===== src/design/wdmc_consts.svh =====
/*
 * Constants for the watchdog and memory control block: SFR addresses, field positions, reset
 * values and watchdog timing.
 * Assumes inclusion by bare name from files under design/.
 */
`ifndef WDMC_CONSTS_SVH
`define WDMC_CONSTS_SVH

`define WDMC_ADDR_PTR0_LO 8'h82
`define WDMC_ADDR_PTR0_HI 8'h83
`define WDMC_ADDR_PTR1_LO 8'h84
`define WDMC_ADDR_PTR1_HI 8'h85
`define WDMC_ADDR_PWR_CTRL 8'h87
`define WDMC_ADDR_WD_MEM_CTRL 8'h96
`define WDMC_ADDR_SER_STATUS 8'hAA
`define WDMC_ADDR_INT_EN 8'hA8
`define WDMC_ADDR_INT_PRIO 8'hB8
`define WDMC_ADDR_SER_CTRL 8'hD5
`define WDMC_ADDR_SER_DATA 8'h86

`define WDMC_BIT_PS_HI 7
`define WDMC_BIT_PS_LO 5
`define WDMC_BIT_WR_EN 4
`define WDMC_BIT_ACC_EN 3
`define WDMC_BIT_BANK 2
`define WDMC_BIT_RESTART 1
`define WDMC_BIT_WD_EN 0
`define WDMC_BIT_PWR_OFF 4
`define WDMC_BIT_COLL 6

`define WDMC_WD_MEM_CTRL_RESET 8'h02
`define WDMC_INT_EN_RESET 8'h00
`define WDMC_INT_PRIO_RESET 8'h00
`define WDMC_SER_CTRL_RESET 8'h04
`define WDMC_PWR_CTRL_LOW_RESET 4'h0

`define WDMC_CLK_MHZ 200
`define WDMC_BASE_PERIOD_MS 16
`define WDMC_BASE_CYCLES (`WDMC_BASE_PERIOD_MS * `WDMC_CLK_MHZ * 1000)

`endif


===== src/design/wdmc_pkg.sv =====
/*
 * Types for the watchdog and memory control block.
 * Assumes nothing beyond a SystemVerilog compiler.
 */
package wdmc_pkg;
    typedef struct packed {
        logic wr;
        logic rd;
        logic [7:0] addr;
        logic [7:0] wdata;
    } wdmc_sfr_req_t;

    typedef struct packed {
        logic [2:0] prescale;
        logic eeprom_write_enable;
        logic eeprom_access_enable;
        logic pointer_bank_select;
        logic watchdog_enable;
    } wdmc_ctrl_t;

    typedef enum logic [2:0] {
        WDMC_WD_OFF = 3'b001,
        WDMC_WD_RUN = 3'b010,
        WDMC_WD_FIRE = 3'b100
    } wdmc_wd_state_t;
endpackage


===== src/design/wdmc_watchdog.sv =====
/*
 * Watchdog counter: counts base periods scaled by a 3-bit prescaler and fires a one-cycle
 * internal reset when no restart arrives in time.
 * Assumes a synchronous restart pulse and a clock enable from the register block.
 */
`timescale 1ns/1ps
`include "wdmc_consts.svh"
module wdmc_watchdog
    import wdmc_pkg::*;
#(
    parameter int BASE_CYCLES = `WDMC_BASE_CYCLES
) (
    input wire logic core_clk,
    input wire logic reset,
    input wire logic clk_en,
    input wire logic enable,
    input wire logic restart,
    input wire logic [2:0] prescale,
    output logic fire
);
    // refused at elaboration: a zero base period would wrap the terminal count to all ones
    if (BASE_CYCLES < 1) begin : g_bad_base
        $error("base period must be at least one cycle");
    end

    wdmc_wd_state_t state;
    wdmc_wd_state_t next_state;
    logic [31:0] base_cnt;
    logic [31:0] next_base_cnt;
    logic [7:0] tick_cnt;
    logic [7:0] next_tick_cnt;
    logic next_fire;
    logic [7:0] tick_limit;

    // 2^prescale base periods: 16 ms up to 2048 ms
    assign tick_limit = 8'h01 << prescale;

    always_comb begin
        next_state = state;
        next_base_cnt = base_cnt;
        next_tick_cnt = tick_cnt;
        next_fire = 1'b0;
        unique case (state)
            WDMC_WD_OFF: begin
                next_base_cnt = '0;
                next_tick_cnt = '0;
                if (enable) begin
                    next_state = WDMC_WD_RUN;
                end
            end
            WDMC_WD_RUN: begin
                if (!enable) begin
                    next_state = WDMC_WD_OFF;
                end else if (restart) begin
                    next_base_cnt = '0;
                    next_tick_cnt = '0;
                end else if (base_cnt == 32'(BASE_CYCLES - 1)) begin
                    next_base_cnt = '0;
                    next_tick_cnt = tick_cnt + 8'h01;
                    if (tick_cnt + 8'h01 == tick_limit) begin
                        next_state = WDMC_WD_FIRE;
                    end
                end else begin
                    next_base_cnt = base_cnt + 32'h1;
                end
            end
            WDMC_WD_FIRE: begin
                next_fire = 1'b1;
                next_state = WDMC_WD_OFF;
            end
            default: begin
                next_state = WDMC_WD_OFF;
            end
        endcase
    end

    always_ff @(posedge core_clk or posedge reset) begin
        if (reset) begin
            state <= WDMC_WD_OFF;
            base_cnt <= '0;
            tick_cnt <= '0;
            fire <= 1'b0;
        end else if (clk_en) begin
            state <= next_state;
            base_cnt <= next_base_cnt;
            tick_cnt <= next_tick_cnt;
            fire <= next_fire;
        end
    end
endmodule


===== src/design/wdmc_top.sv =====
/*
 * Watchdog and memory control SFR block: control register, dual data pointers, power-off
 * flag, SPI data/collision hold, interrupt enable and priority registers.
 * Assumes the CPU core issues single-cycle SFR reads and writes on core_clk, and that the
 * EEPROM array and SPI shifter report busy levels synchronous to core_clk.
 */
// Summary of operation
// - three prescale bits pick timeout, 16 ms at zero up to 2048 ms.
// - access enable steers pointer data moves to EEPROM, else external memory.
// - bank select picks data pointer bank zero or bank one.
// - writing one to restart bit pulses watchdog restart, bit self-clears.
// - restart bit is write-only; reads return EEPROM ready flag.
// - ready flag is one when idle, zero while programming runs.
// - watchdog enable bit turns the watchdog timer on or off.
// - writing SPI data during a transfer sets the write collision flag.
// - SPI data is single buffered on write and kept through reset.
// - interrupt enables in their register, SPI enable in SPI control; six priorities.
// - pointer bank zero sits at 82H-83H, bank one at 84H-85H.
// - power-off flag is bit 4 of power control, set at power-up.
// - software sets and clears power-off flag; reset leaves it alone.
`timescale 1ns/1ps
`include "wdmc_consts.svh"
module wdmc_top
    import wdmc_pkg::*;
#(
    parameter int WD_BASE_CYCLES = `WDMC_BASE_CYCLES
) (
    input wire logic core_clk,
    input wire logic reset,
    input wire logic clk_en,
    input wire logic power_up,
    input wire wdmc_sfr_req_t sfr_req,
    output logic [7:0] sfr_rdata,
    input wire logic eeprom_busy,
    input wire logic spi_busy,
    input wire logic spi_load_done,
    output logic [15:0] data_pointer,
    output logic eeprom_select,
    output logic eeprom_write_enable,
    output logic [7:0] serial_data_reg,
    output logic serial_data_valid,
    output logic write_collision_flag,
    output logic [7:0] interrupt_enable_reg,
    output logic [7:0] interrupt_priority_reg,
    output logic spi_int_enable,
    output logic power_off_flag,
    output logic watchdog_reset
);
    wdmc_ctrl_t ctrl;
    wdmc_ctrl_t next_ctrl;
    logic restart_bit;
    logic next_restart_bit;
    localparam logic [7:0] CTRL_RST = `WDMC_WD_MEM_CTRL_RESET;
    logic [15:0] ptr0;
    logic [15:0] next_ptr0;
    logic [15:0] ptr1;
    logic [15:0] next_ptr1;
    logic [7:0] next_int_en;
    logic [7:0] next_int_prio;
    logic [7:0] ser_ctrl;
    logic [7:0] next_ser_ctrl;
    logic [3:0] pwr_ctrl_low;
    logic [3:0] next_pwr_ctrl_low;
    logic next_collision;
    logic [7:0] next_rdata;
    logic next_pwr_off;
    logic [7:0] spi_hold;
    logic [7:0] next_spi_hold;
    logic spi_hold_full;
    logic next_spi_hold_full;
    logic wd_fire;
    logic wr;
    logic [7:0] a;
    logic [7:0] d;

    assign wr = sfr_req.wr;
    assign a = sfr_req.addr;
    assign d = sfr_req.wdata;

    // reset-domain registers
    always_comb begin
        next_ctrl = ctrl;
        next_restart_bit = 1'b0;
        next_ptr0 = ptr0;
        next_ptr1 = ptr1;
        next_int_en = interrupt_enable_reg;
        next_int_prio = interrupt_priority_reg;
        next_ser_ctrl = ser_ctrl;
        next_pwr_ctrl_low = pwr_ctrl_low;
        next_collision = write_collision_flag;
        if (wr) begin
            unique case (a)
                `WDMC_ADDR_WD_MEM_CTRL: begin
                    next_ctrl.prescale = d[`WDMC_BIT_PS_HI:`WDMC_BIT_PS_LO];
                    next_ctrl.eeprom_write_enable = d[`WDMC_BIT_WR_EN];
                    next_ctrl.eeprom_access_enable = d[`WDMC_BIT_ACC_EN];
                    next_ctrl.pointer_bank_select = d[`WDMC_BIT_BANK];
                    next_ctrl.watchdog_enable = d[`WDMC_BIT_WD_EN];
                    next_restart_bit = d[`WDMC_BIT_RESTART];
                end
                `WDMC_ADDR_PTR0_LO: next_ptr0[7:0] = d;
                `WDMC_ADDR_PTR0_HI: next_ptr0[15:8] = d;
                `WDMC_ADDR_PTR1_LO: next_ptr1[7:0] = d;
                `WDMC_ADDR_PTR1_HI: next_ptr1[15:8] = d;
                `WDMC_ADDR_INT_EN: next_int_en = d;
                `WDMC_ADDR_INT_PRIO: next_int_prio = {2'b00, d[5:0]};
                `WDMC_ADDR_SER_CTRL: next_ser_ctrl = d;
                `WDMC_ADDR_PWR_CTRL: next_pwr_ctrl_low = d[3:0];
                `WDMC_ADDR_SER_STATUS: next_collision = 1'b0;
                default: begin
                end
            endcase
        end
        // set wins over the software clear
        if (wr && a == `WDMC_ADDR_SER_DATA && spi_busy) begin
            next_collision = 1'b1;
        end
    end

    always_ff @(posedge core_clk or posedge reset) begin
        if (reset) begin
            ctrl <= '{prescale: CTRL_RST[`WDMC_BIT_PS_HI:`WDMC_BIT_PS_LO],
                eeprom_write_enable: CTRL_RST[`WDMC_BIT_WR_EN],
                eeprom_access_enable: CTRL_RST[`WDMC_BIT_ACC_EN],
                pointer_bank_select: CTRL_RST[`WDMC_BIT_BANK],
                watchdog_enable: CTRL_RST[`WDMC_BIT_WD_EN]};
            restart_bit <= 1'b0;
            ptr0 <= 16'h0000;
            ptr1 <= 16'h0000;
            interrupt_enable_reg <= `WDMC_INT_EN_RESET;
            interrupt_priority_reg <= `WDMC_INT_PRIO_RESET;
            ser_ctrl <= `WDMC_SER_CTRL_RESET;
            pwr_ctrl_low <= `WDMC_PWR_CTRL_LOW_RESET;
            write_collision_flag <= 1'b0;
        end else if (clk_en) begin
            ctrl <= next_ctrl;
            restart_bit <= next_restart_bit;
            ptr0 <= next_ptr0;
            ptr1 <= next_ptr1;
            interrupt_enable_reg <= next_int_en;
            interrupt_priority_reg <= next_int_prio;
            ser_ctrl <= next_ser_ctrl;
            pwr_ctrl_low <= next_pwr_ctrl_low;
            write_collision_flag <= next_collision;
        end
    end

    // state outside the reset domain: power-off flag and SPI data buffer
    always_comb begin
        next_pwr_off = power_off_flag;
        next_spi_hold = spi_hold;
        next_spi_hold_full = spi_hold_full;
        if (power_up) begin
            next_pwr_off = 1'b1;
        end else if (wr && a == `WDMC_ADDR_PWR_CTRL) begin
            next_pwr_off = d[`WDMC_BIT_PWR_OFF];
        end
        if (spi_load_done) begin
            next_spi_hold_full = 1'b0;
        end
        // collided writes are dropped so the shifting byte is not disturbed
        if (wr && a == `WDMC_ADDR_SER_DATA && !spi_busy) begin
            next_spi_hold = d;
            next_spi_hold_full = 1'b1;
        end
    end

    // no reset term here: reset must not disturb these values
    always_ff @(posedge core_clk) begin
        if (clk_en || power_up) begin
            power_off_flag <= next_pwr_off;
        end
        if (clk_en) begin
            spi_hold <= next_spi_hold;
            serial_data_reg <= next_spi_hold;
            spi_hold_full <= next_spi_hold_full;
            serial_data_valid <= next_spi_hold_full;
        end
    end

    // read mux and registered outputs
    always_comb begin
        unique case (a)
            `WDMC_ADDR_WD_MEM_CTRL: next_rdata = {ctrl.prescale, ctrl.eeprom_write_enable,
                ctrl.eeprom_access_enable, ctrl.pointer_bank_select,
                ~eeprom_busy, ctrl.watchdog_enable};
            `WDMC_ADDR_PTR0_LO: next_rdata = ptr0[7:0];
            `WDMC_ADDR_PTR0_HI: next_rdata = ptr0[15:8];
            `WDMC_ADDR_PTR1_LO: next_rdata = ptr1[7:0];
            `WDMC_ADDR_PTR1_HI: next_rdata = ptr1[15:8];
            `WDMC_ADDR_INT_EN: next_rdata = interrupt_enable_reg;
            `WDMC_ADDR_INT_PRIO: next_rdata = interrupt_priority_reg;
            `WDMC_ADDR_SER_CTRL: next_rdata = ser_ctrl;
            `WDMC_ADDR_SER_STATUS: next_rdata = {1'b0, write_collision_flag, 6'h00};
            `WDMC_ADDR_SER_DATA: next_rdata = spi_hold;
            `WDMC_ADDR_PWR_CTRL: next_rdata = {3'b000, power_off_flag, pwr_ctrl_low};
            default: next_rdata = 8'h00;
        endcase
        if (!sfr_req.rd) begin
            next_rdata = 8'h00;
        end
    end

    always_ff @(posedge core_clk or posedge reset) begin
        if (reset) begin
            sfr_rdata <= 8'h00;
            data_pointer <= 16'h0000;
            eeprom_select <= 1'b0;
            eeprom_write_enable <= 1'b0;
            spi_int_enable <= 1'b0;
        end else if (clk_en) begin
            sfr_rdata <= next_rdata;
            data_pointer <= next_ctrl.pointer_bank_select ? next_ptr1 : next_ptr0;
            eeprom_select <= next_ctrl.eeprom_access_enable;
            eeprom_write_enable <= next_ctrl.eeprom_write_enable;
            spi_int_enable <= next_ser_ctrl[7];
        end
    end

    wdmc_watchdog #(
        .BASE_CYCLES(WD_BASE_CYCLES)
    ) u_watchdog (
        .core_clk(core_clk),
        .reset(reset),
        .clk_en(clk_en),
        .enable(ctrl.watchdog_enable),
        .restart(restart_bit),
        .prescale(ctrl.prescale),
        .fire(wd_fire)
    );

    always_ff @(posedge core_clk or posedge reset) begin
        if (reset) begin
            watchdog_reset <= 1'b0;
        end else if (clk_en) begin
            watchdog_reset <= wd_fire;
        end
    end
endmodule


===== config.mk =====
export PLATFORM = sky130hd
export DESIGN_NAME = wdmc_top
export DESIGN_NICKNAME = d
export VERILOG_FILES = /design/src/design/wdmc_pkg.sv /design/src/design/wdmc_watchdog.sv /design/src/design/wdmc_top.sv
export VERILOG_INCLUDE_DIRS = /design/src /design/src/design
export SDC_FILE = /design/constraint.sdc
export NUM_CORES = 1
export LEC_CHECK = 0
export ABC_AREA = 1
export BUFFER_PORTS_ARGS = -buffer_cell sky130_fd_sc_hd__buf_4
export CAP_MARGIN = 25
export CORE_ASPECT_RATIO = 0.6
export CORE_MARGIN = 2
export CORE_UTILIZATION = 64
export DETAILED_ROUTE_END_ITERATION = 7
export GPL_ROUTABILITY_DRIVEN = 0
export PLACE_DENSITY = 0.86
export SYNTH_ARGS = -nofsm -noshare
export SYNTH_HDL_FRONTEND = slang
export SYNTH_SLANG_ARGS = --single-unit

===== constraint.sdc =====
create_clock -name core_clk -period 11.8 [get_ports core_clk]
set_input_delay 3.54 -clock core_clk [delete_from_list [all_inputs] [get_ports core_clk]]
set_output_delay 3.54 -clock core_clk [all_outputs]
set_load 0.02 [all_outputs]

==> impl_metrics.env <==
export IMPL_gr_total_overflow=0
export IMPL_period_share_pct=50.0
export IMPL_synth_top_family_by_area="simple AND/OR/NAND/NOR gates"
export IMPL_yosysMostFrequentCell="nand2_1"
export IMPL_hold_class="flop to flop"
export IMPL_ir_drop_mv=0.0980
export IMPL_synth_warnings=0
export IMPL_crit_required_ns=12.14
export IMPL_ctsHtreeMaxLevel=4
export IMPL_postSynthAreaPerCell_sq_um=7.76
export IMPL_fin_ws_ns=5.90
export IMPL_clk_latency_ns=0.43
export IMPL_power_density_mw_per_mm2=149
export IMPL_comb_power_share_pct=17.3
export IMPL_synth_area_top_cells="dfrtp_1, nand2_1, o21ai_0"
export IMPL_timing_hold_violations_final=0
export IMPL_die_h_um=89.9
export IMPL_synthArstFlopShare_pct=93.2
export IMPL_layout_cells_non_filler=1258
export IMPL_nNetsFinal=1107
export IMPL_fin_crit_ns=5.90
export IMPL_start_kind="primary input"
export IMPL_routedWlPerCell_um=18.0
export IMPL_clockRootBuffer="clkbuf_16"
export IMPL_drtIter0Drc=1120
export IMPL_largest_reg_flops=32
export IMPL_std_cell_rows=31
export IMPL_place_hpwl_um=15900
export IMPL_synth_edff_count=10
export IMPL_yosysTopAreaCell="dfrtp_1"
export IMPL_status="completed"
export IMPL_ctsLongestPathBuffers=2
export IMPL_synth_top_cell_area_share_pct=42.6
export IMPL_synth_xor_area_share_pct=0.891
export IMPL_timing_final_max_slew_violations=0
export IMPL_p_leak_nw=4.23
export IMPL_num_io_pins=80
export IMPL_clkSlewWorstSetupHoldPaths_ns=0.07
export IMPL_ys_flop_type="dfrtp_1"
export IMPL_fp_dieW_um=147
export IMPL_synthTopCellsByCount="nand2_1, dfrtp_1, o21ai_0"
export IMPL_drc_errors=0
export IMPL_skew_ns=0.0145
export IMPL_p_seq_share_pct=42.6
export IMPL_slew_headroom_pct=31.3
export IMPL_grt_pass1_wl_um=36100
export IMPL_grt_pass1_vias=6815
export IMPL_clkPwrFrac_pct=40.1
export IMPL_worstMarginPinSlew_ns=1.03
export IMPL_cts_buffers=17
export IMPL_drive_gt1_share_pct=15.7
export IMPL_maxCapViolations=0
export IMPL_max_freq_ghz=0.169
export IMPL_grt_antenna_before_repair=0
export IMPL_vias_per_cell=5.98
export IMPL_power_switching_mw=0.433
export IMPL_grt_max_degree=75
export IMPL_critPathArrivalTime_ns=6.24
export IMPL_crit_type="primary input to flop"
export IMPL_synthToLayoutAreaGrowth_pct=15.9
export IMPL_vias=7521
export IMPL_synthMuxAreaShare_pct=0
export IMPL_endpoint_kind="flop"
export IMPL_fin_area_sq_mm=0.00912
export IMPL_power_internal_mw=0.923
export IMPL_fp_dieArea_sq_mm=0.0132
export IMPL_antenna_cells=0
export IMPL_top_register="u_watchdog.base_cnt"
export IMPL_synthAdderAreaFrac_pct=0.318
export IMPL_rsz0062_at_grt="no"
export IMPL_synth_area_sq_mm=0.00787
export IMPL_synth_seq_cells=146
export IMPL_dpl_cell_count=1225
export IMPL_wl_um=22700
export IMPL_synth_compound_area_share_pct=15.0
export IMPL_ctsHoldBuffers=0
export IMPL_final_core_util_pct=75.8
export IMPL_setup_viol=0
export IMPL_fin_tns_setup_ns=0
export IMPL_ant_nets=0
export IMPL_numPortBuffers=77
export IMPL_cts_resized=0
export IMPL_yosys_area_share_simple_pct=28.4
export IMPL_coreArea_sq_mm=0.0120
export IMPL_cts_tree="done"
export IMPL_synth_cell_types=55
export IMPL_clock_sinks=146
export IMPL_pre_cts_slack_ns=5.53
export IMPL_start_util_pct=65.4
export IMPL_crit_fanout=64
export IMPL_dpl_cell_area_sq_mm=0.00851
export IMPL_syn_inst=1014
export IMPL_cts_setup_buffers=0
export IMPL_dr_pass1_iters=6
export IMPL_grt_usage_pct=35.3
export IMPL_swShare_pct=31.9
export IMPL_seq_area_frac_synth_pct=47.1
==> layout make-up <==
type / count / area, sq um
multi-input cells: 710 / 3520
fillers: 866 / 2910
inverters: 124 / 472
repair buffers: 81 / 628
clock inverters: 14 / 144
clock buffers: 18 / 439
flip-flops and latches: 146 / 3710
well taps: 165 / 206
==> power by group through the flow <==
stage	registers [mW]	clock network, mW	logic (mW)
2_1_floorplan	0.597	0	0.142
3_3_place_gp	0.584	0	0.219
3_5_place_dp	0.585	0	0.226
4_1_cts	0.577	0.540	0.230
5_1_grt	0.582	0.568	0.258
6_report	0.578	0.543	0.235
==> per-layer routing <==
layer	track usage, %	share of wire [%]	routed length (um)	vias up
li1	-	-	-	3468
met1	55.5	43	9750	3444
met2	44.2	39	8840	564
met3	13.6	16	3730	45
met4	10.8	1.6	374	0
met5	1.92	0	0	-
==> layout by cell type, fill, tap and decap left out, types with 3 or more instances in the layout <==
| cell type | instances |
|---|---|
| a21oi_1 | 26 |
| buf_4 | 80 |
| clkbuf_16 | 17 |
| clkinv_4 | 3 |
| dfrtp_1 | 134 |
| edfxtp_1 | 10 |
| inv_1 | 110 |
| inv_2 | 11 |
| inv_6 | 8 |
| nand2_1 | 270 |
| nand2_2 | 6 |
| nand3_1 | 84 |
| nand3_2 | 6 |
| nand3b_1 | 3 |
| nand4_1 | 6 |
| nor2_1 | 68 |
| nor2_2 | 8 |
| nor2_4 | 6 |
| nor3_1 | 14 |
| nor3_2 | 5 |
| nor4_1 | 3 |
| o211a_1 | 6 |
| o211ai_1 | 15 |
| o21a_1 | 4 |
| o21ai_0 | 113 |
| o21ai_1 | 16 |
| o21ai_2 | 3 |
| o22ai_1 | 14 |
| xor2_1 | 6 |
==> worst paths after layout <==
| kind | slack (ns) | depth (start not counted) | end | startpoint |
|---|---|---|---|---|
| setup reg to reg | 9.19 | 11 | u_watchdog.tick_cnt[3]$_DFFE_PP0P_ | u_watchdog.base_cnt[1]$_DFFE_PP0P_ |
| max in group asynchronous | 7.52 | 4 | u_watchdog.state[0]$_DFFE_PP1P_ | reset |
| hold / removal | 0.48 | 2 | watchdog_reset$_DFFE_PP0P_ | watchdog_reset$_DFFE_PP0P_ |
| hold reg to reg | 0.48 | 2 | watchdog_reset$_DFFE_PP0P_ | watchdog_reset$_DFFE_PP0P_ |
| min in group asynchronous | 3.18 | 2 | u_watchdog.base_cnt[7]$_DFFE_PP0P_ | reset |
| setup / recovery | 5.90 | 7 | u_watchdog.tick_cnt[3]$_DFFE_PP0P_ | clk_en |
==> critical path, stage by stage <==
cell	delay, ns
buf_4	0.47
inv_2	0.57
nor2_8	0.47
nand2_2	0.35
inv_2	0.44
nand2_1	0.19
o22ai_1	0.17
==> cell families after synthesis <==
logic type	after synthesis
and+or+nand+nor	490
AOI/OAI and AO/OA	208
buffers and inverters	159
DFF	146
xor gates and xnor gates	8
adders and majority gates	2
other	1
==> metrics by stage <==
step / total power [mW] / hold slack [ns]
after CTS: 1.35 / 0.485
after detailed placement: 0.811 / 0.463
after global routing: 1.41 / 0.510
final: 1.36 / 0.482
after floorplan: 0.739 / 0.446
after global placement: 0.803 / 0.465
Note: power is estimated with default switching activity, not from simulation.
